File: src/hdl/dpram_host_pkg.sv
/*
 package for the host-side controller of an asynchronous dual-port
 memory with shared flags. assumes one 25 MHz clock in the host.
*/
package dpram_host_pkg;
   localparam int ADDR_W = 14;
   localparam int DATA_W = 9;
   localparam int FLAG_SEL_W = 3;
   localparam int CLK_PERIOD_NS = 40;
   // least write pulse, read cycle, flag update pulse, busy hold in ns
   localparam int WRITE_PULSE_NS = 20;
   localparam int READ_CYCLE_NS = 25;
   localparam int FLAG_PULSE_NS = 10;
   localparam int BUSY_HOLD_NS = 17;
   localparam int WRITE_PULSE_CYC =
      (WRITE_PULSE_NS + CLK_PERIOD_NS - 1) / CLK_PERIOD_NS;
   localparam int READ_CYC = (READ_CYCLE_NS + CLK_PERIOD_NS - 1) / CLK_PERIOD_NS;
   localparam int FLAG_PULSE_CYC =
      (FLAG_PULSE_NS + CLK_PERIOD_NS - 1) / CLK_PERIOD_NS;
   localparam int BUSY_HOLD_CYC =
      (BUSY_HOLD_NS + CLK_PERIOD_NS - 1) / CLK_PERIOD_NS;
   localparam logic [3:0] CNT_ZERO = 4'h0;
   localparam logic [8:0] DATA_ZERO = 9'h000;
   localparam logic [13:0] ADDR_ZERO = 14'h0000;

   typedef struct packed {
      logic flag;   // 1: semaphore access, 0: memory access
      logic write;
      logic [ADDR_W-1:0] addr;
      logic [DATA_W-1:0] data;
   } req_t;

   typedef struct packed {
      logic chip_select_n;
      logic read_write;
      logic output_enable_n;
      logic flag_select_n;
   } port_ctl_t;

   localparam port_ctl_t CTL_IDLE = '{1'b1, 1'b1, 1'b1, 1'b1};
endpackage

File: src/hdl/dpram_host.sv
/*
 host controller for one port of the dual-port memory. drives the
 port pins with a setup / strobe / recovery sequence per request.
 assumes the memory port sits on the pins directly and its signals are
 synchronous to i_mclk; the busy pin is sampled directly.
*/
`timescale 1ns/1ps

// Functional notes
// - each port is independent; this controller drives one port alone.
// - chip select low writes when read/write low, reads with output enable.
// - flag write loads the addressed flag from data bit zero only.
// - chip select and flag select are never low together.
// - several devices widen memory; one master drives busy.
// - read/write or chip select stays high while address changes.
module dpram_host (
   input wire logic i_mclk,
   input wire logic i_rst_n,
   input wire logic i_req_valid,
   input wire dpram_host_pkg::req_t i_req,
   output logic o_req_ready,
   output logic o_rsp_valid,
   output logic [8:0] o_rsp_data,
   output logic o_granted,
   output logic o_chip_select_n,
   output logic o_read_write,
   output logic o_output_enable_n,
   output logic o_flag_select_n,
   output logic [13:0] o_port_address,
   output logic [8:0] o_port_data_out,
   output logic o_port_data_oe,
   input wire logic [8:0] i_port_data_in,
   input wire logic i_busy_n
);
   typedef enum {idle, setup, strobe, hold, recover} state_t;
   state_t state, next_state;
   dpram_host_pkg::port_ctl_t ctl, next_ctl;
   dpram_host_pkg::req_t cur, next_cur;
   logic [3:0] cnt, next_cnt;
   logic rsp_valid, next_rsp_valid;
   logic [8:0] rsp_data, next_rsp_data;
   logic granted, next_granted;
   logic drive, next_drive;

   // sequence: address first with strobes high, then strobe, then release
   always_comb begin
      next_state = state;
      next_ctl = ctl;
      next_cur = cur;
      next_cnt = cnt;
      next_rsp_valid = 1'b0;
      next_rsp_data = rsp_data;
      next_granted = granted;
      next_drive = drive;
      case (state)
         idle: begin
            next_ctl = dpram_host_pkg::CTL_IDLE;
            next_drive = 1'b0;
            if (i_req_valid) begin
               next_cur = i_req;
               // flag access: only the three low address lines and bit zero
               if (i_req.flag) begin
                  next_cur.addr = {11'h000, i_req.addr[2:0]};
                  next_cur.data = {8'h00, i_req.data[0]};
               end
               next_state = setup;
            end
         end
         setup: begin
            // exactly one select low, never both
            next_ctl.chip_select_n = cur.flag;
            next_ctl.flag_select_n = ~cur.flag;
            next_ctl.read_write = ~cur.write;
            next_ctl.output_enable_n = cur.write;
            next_drive = cur.write;
            next_cnt = 4'(cur.flag ? dpram_host_pkg::FLAG_PULSE_CYC
                      : (cur.write ? dpram_host_pkg::WRITE_PULSE_CYC
                         : dpram_host_pkg::READ_CYC));
            next_state = strobe;
         end
         strobe: begin
            // a busy port keeps a memory access strobe until busy lifts; flag accesses ignore busy
            if (cnt > 4'h1) begin
               next_cnt = cnt - 4'h1;
            end else if (!cur.flag && !i_busy_n) begin
               next_cnt = 4'(dpram_host_pkg::BUSY_HOLD_CYC);
            end else begin
               next_rsp_data = i_port_data_in;
               next_granted = ~i_port_data_in[0];
               next_ctl.read_write = 1'b1;
               next_ctl.output_enable_n = 1'b1;
               next_state = hold;
            end
         end
         hold: begin
            // deselect before the address may change
            next_ctl = dpram_host_pkg::CTL_IDLE;
            next_drive = 1'b0;
            next_state = recover;
         end
         recover: begin
            next_rsp_valid = 1'b1;
            next_state = idle;
         end
         default: next_state = idle;
      endcase
   end

   // state registers
   always_ff @(posedge i_mclk or negedge i_rst_n) begin
      if (!i_rst_n) begin
         state <= idle;
         ctl <= dpram_host_pkg::CTL_IDLE;
         cur <= '0;
         cnt <= dpram_host_pkg::CNT_ZERO;
         rsp_valid <= 1'b0;
         rsp_data <= dpram_host_pkg::DATA_ZERO;
         granted <= 1'b0;
         drive <= 1'b0;
      end else begin
         state <= next_state;
         ctl <= next_ctl;
         cur <= next_cur;
         cnt <= next_cnt;
         rsp_valid <= next_rsp_valid;
         rsp_data <= next_rsp_data;
         granted <= next_granted;
         drive <= next_drive;
      end
   end

   // pin drive; flag writes carry the value on bit zero
   assign o_req_ready = (state == idle);
   assign o_rsp_valid = rsp_valid;
   assign o_rsp_data = rsp_data;
   assign o_granted = granted;
   assign o_chip_select_n = ctl.chip_select_n;
   assign o_read_write = ctl.read_write;
   assign o_output_enable_n = ctl.output_enable_n;
   assign o_flag_select_n = ctl.flag_select_n;
   // address and data come straight from the captured request
   assign o_port_address = cur.addr;
   assign o_port_data_out = cur.data;
   assign o_port_data_oe = drive;

   // pin protocol checks on the host clock, quiet while in reset
   a_no_both_selects: assert property (@(posedge i_mclk)
      disable iff (!i_rst_n)
      !(!o_chip_select_n && !o_flag_select_n))
      else $error("chip and flag select low together");
   a_addr_stable_strobe: assert property (@(posedge i_mclk)
      disable iff (!i_rst_n)
      (!o_read_write && !$past(o_read_write)) |-> $stable(o_port_address))
      else $error("address moved during write strobe");
   a_idle_deselect: assert property (@(posedge i_mclk)
      disable iff (!i_rst_n)
      (state == idle) |-> (o_chip_select_n && o_flag_select_n))
      else $error("port selected while idle");
   a_oe_drive_excl: assert property (@(posedge i_mclk)
      disable iff (!i_rst_n)
      !(o_port_data_oe && !o_output_enable_n))
      else $error("host drives while port output enabled");

   // a busy port holds its memory access strobe; the answer follows the release
   a_busy_blocks: assert property (@(posedge i_mclk)
      disable iff (!i_rst_n)
      (state == strobe && cnt == 4'h1 && !cur.flag && !i_busy_n)
      |=> (state == strobe))
      else $error("write released while busy");
   a_done_pulse: assert property (@(posedge i_mclk)
      disable iff (!i_rst_n)
      (state == hold) |=> ##1 o_rsp_valid)
      else $error("response missing after access");

   // the address only moves while every strobe is high
   a_addr_move_idle: assert property (@(posedge i_mclk)
      disable iff (!i_rst_n)
      $changed(o_port_address)
      |-> (o_read_write && o_chip_select_n && o_flag_select_n))
      else $error("address moved with a strobe low");
   a_write_end_rw: assert property (@(posedge i_mclk)
      disable iff (!i_rst_n)
      $rose(o_read_write) |-> !(o_chip_select_n && o_flag_select_n))
      else $error("select released before read/write");

   // data lines: host drives on writes only, device on reads only
   a_write_drives: assert property (@(posedge i_mclk)
      disable iff (!i_rst_n)
      (!o_read_write && !(o_chip_select_n && o_flag_select_n))
      |-> o_port_data_oe)
      else $error("write strobe without host data");
   a_oe_read_only: assert property (@(posedge i_mclk)
      disable iff (!i_rst_n)
      !o_output_enable_n |-> o_read_write)
      else $error("output enable low during a write");

   // a flag access uses only the three low address lines and data bit zero
   a_flag_addr_low: assert property (@(posedge i_mclk)
      disable iff (!i_rst_n)
      !o_flag_select_n |-> (o_port_address[13:3] == 11'h000))
      else $error("flag access with high address lines set");
   a_flag_data_bit: assert property (@(posedge i_mclk)
      disable iff (!i_rst_n)
      (!o_flag_select_n && o_port_data_oe)
      |-> (o_port_data_out[8:1] == 8'h00))
      else $error("flag write drives more than bit zero");

   // the done pulse lasts exactly one cycle
   a_rsp_one_cycle: assert property (@(posedge i_mclk)
      disable iff (!i_rst_n)
      o_rsp_valid |=> !o_rsp_valid)
      else $error("response held longer than one cycle");
endmodule

File: config.mk
export PLATFORM = sky130hd
export DESIGN_NAME = dpram_host
export DESIGN_NICKNAME = d
export VERILOG_FILES = /design/src/hdl/dpram_host_pkg.sv /design/src/hdl/dpram_host.sv
export SDC_FILE = /design/constraint.sdc
export NUM_CORES = 1
export LEC_CHECK = 0
export CORE_ASPECT_RATIO = 1.5
export CORE_MARGIN = 8
export CORE_UTILIZATION = 41
export CTS_CLUSTER_SIZE = 12
export DETAILED_ROUTE_END_ITERATION = 6
export DONT_BUFFER_PORTS = 1
export GPL_ROUTABILITY_DRIVEN = 0
export PLACE_DENSITY = 0.58
export SYNTH_ARGS = -nofsm -noshare
export SYNTH_HDL_FRONTEND = slang
export SYNTH_SLANG_ARGS = --single-unit
File: constraint.sdc
create_clock -name i_mclk -period 2.9 [get_ports i_mclk]
set_input_delay 0.58 -clock i_mclk [delete_from_list [all_inputs] [get_ports i_mclk]]
set_output_delay 0.58 -clock i_mclk [all_outputs]
set_load 0.01 [all_outputs]
==> impl_results.md <==
* Status: finished clean
* Max incr delay on CP at 0.53 ns
* Worst Setup Path Type: flop to flop
* Max Freq at 447.2 MHz
* Starting Density at 0.4226
* EDFF count, synth at 0
* Unique masters post-synth at 29
* Family with the most delay on the worst path: simple AND/OR/NAND/NOR gates
* Global-route wire length before repair at 7072 um
* Startpoint Class: flop
* Total negative setup slack at 0 ns
* DR pass1 iterations at 4
* Mean post-synth cell area at 10.83 um2
* Die Y at 105.0 um
* Gr ovfl total at 0
* Worst hold path type: input port to asynchronous set/reset pin
* DRT antenna net count at 0
* Leakage at 0.9676 nW
* Final hold vios at 0
* Ys Warns at 0
* Clk_skew at 0.01466 ns
* Clock net sink count at 48
* Final-stage net count at 218
* Fin. max-slew vios at 0
* Ant diodes at 0
* Worst VDD drop at 0.5073 mV
* Ys async rst share at 1.000
* Slowest CP cell: or4_4
* Clock transition at path regs at 0.10 ns
* Count leader, synth: dfrtp_1
* Pwr Density at 1180 nW/um2
* TritonCTS clock tree: yes
* DIE AREA at 7912 um2
* Cts hold-fix bufs at 1
* Unrepaired setup endpoints after global routing: false
* Net Count, Synth at 240
* Main area contributors after synthesis: dfrtp_1 51%, buf_4 8.0%, mux2_2 7.8%, nand2b_1 6.1%, o21ai_0 5.3%
* Initial antenna violation count at 0
* Routed len/inst at 18.14 um
* Seq/Total Area, Yosys at 0.5569
* Rel. slew slack at 0.6514
* CP endpoint kind: flop
* Share of cells above drive strength 1 at 0.1732
* Synthesized flop and latch total at 48
* Synth Instances at 200
* WL final at 4481 um
* Clk_lat worst skew at 0.30 ns
* Critical Path Fanout Max at 10
* # port buffers at 0
* # resized after CTS at 0
* Worst Max-Slew Pin Slew at 0.5212 ns
* Root Driver: clkbuf_8
* Die Width at 75.35 um
* R2R Setup Slk at 0.66 ns
* Arrival @ worst endpoint at 2.43 ns
* Synth Flop Type: dfrtp_1
* WP buf/inv at 1
* Number of global-route vias before repair at 1,389
* Dpl hpwl at 3269 um
* DRT iter0 DRCs at 44
* Crit path time final at 2.236 ns
* Setup bufs post-CTS at 0
* Fin Hold WS at 0.1090 ns
* Post-synth top area share at 0.5084
* Syn Std Cell Area at 2166 um2
* Post-route design area at 2221 um2
* Area grow syn2layout at 2.542%
* Synth top cells by count: 44 x dfrtp_1, 27 x nand2_1, 23 x buf_4, 23 x o21ai_0, 21 x nand2b_1
* Remaining DRCs at 0
* Period utilization at 0.7711
* Endpoints failing setup at 0
* CP Cell Sequence: inv_1, ha_1, nor2_1, or4_4, nor3_4, mux2_2
* Via density at 5.121
* IO Count at 78
* Area leader, netlist: dfrtp_1
* Vias at 1,265
* Reg2reg end: o_rsp_data[8]
* Pre-CTS worst setup slack at 0.6378 ns
* DP Area at 2056 um2
* MaxCap Viol Count at 0
* Num rows at 32
* H-Tree Depth at 2
* Final Util at 0.4334
* Max Buffers Root-to-Sink at 2
* Num CTS Buffers at 5
* Critical Path RT at 3.10 ns
* Reg2Reg Launch Point: cnt[0]
* Worst setup margin at 0.6639 ns
* GRT Util Overall at 0.1175
* Pin count of the biggest net entering global routing at 46
* FF-to-FF path depth at 6
* Core region area at 5125 um2
## worst register-to-register path, stage by stage (launching register included)
cell and delay [ns]:
dfrtp_1 0.43, inv_1 0.08, ha_1 0.19, nor2_1 0.08, or4_4 0.53, nor3_4 0.43, mux2_2 0.40
## kinds of logic (layout without fill, tap and decap cells)
family / after synthesis / count (layout) / synth area share
DFF: 48 / 48 / 0.5569
xor gates and xnor gates: 1 / 1 / 0.004045
adders and majority gates: 2 / 2 / 0.01155
buffers and inverters: 35 / 14 / 0.1005
AOI/OAI and AO/OA: 32 / 32 / 0.08377
muxes: 16 / 16 / 0.08261
and+or+nand+nor: 66 / 66 / 0.1606
## registers in the layout, summed over array words and instances (netlist names)
name,flops
cnt,4
cur,2
o_chip_select_n,1
o_flag_select_n,1
o_granted,1
o_output_enable_n,1
o_port_address,14
o_port_data_oe,1
o_port_data_out,9
o_read_write,1
o_rsp_data,9
o_rsp_valid,1
state,3
## metal layers
metal | global-route usage | vias to the layer above | part of all wire
met3 | 0.05359 | 10 | 0.11
met5 | 0 | - | 0
li1 | - | 590 | -
met1 | 0.1252 | 613 | 0.37
met4 | 0.06215 | 0 | 0.027
met2 | 0.1860 | 52 | 0.48
## stage by stage
step	instances	total power, mW
final	247	2.620
after global routing	247	2.823
after CTS	247	2.663
after detailed placement	238	2.063
after global placement	238	2.005
after floorplan	200	2.048
## cells in the final DEF, fill, tap and decap left out, drive strengths merged, types with 2 or more instances in the layout
master	n
dfrtp	44
nand2	27
o21ai	23
nand2b	21
mux2	15
nor2	6
clkbuf	5
inv	5
dfstp	4
nor3	3
nor3b	2
nor2b	2
o22a	2
a21oi	2
o31ai	2
ha	2
bufinv	2
buf	2
## cell type report
cell class,count,area (um2)
clock buffer,5,68.82
inverter,4,15.01
multi-input combinational,117,742.0
clock inverter,3,68.82
sequential,48,1206
tap,68,85.08
timing repair buffer,2,35.03
fill,523,2904
## worst max path at each step
stage                       from            end  slack, ns  cells after the start
final                     cnt[0]  o_rsp_data[8]       0.66                      6
after global routing      cnt[0]  o_rsp_data[6]       0.56                      6
after CTS                 cnt[0]  o_rsp_data[8]       0.65                      6
after detailed placement  cnt[0]  o_rsp_data[8]       0.64                      6
after global placement    cnt[0]  o_rsp_data[1]       0.77                      6
after floorplan           cnt[0]  o_rsp_data[0]       0.90                      6
## report_power, final
part | total (mW) | internal, mW | leakage (nW) | switching [mW]
Clock | 0.575 | 0.347 | 0.0687 | 0.228
Combinational | 0.670 | 0.323 | 0.302 | 0.347
Sequential | 1.38 | 0.992 | 0.597 | 0.383
No activity file was read; power rests on OpenSTA's default activity.
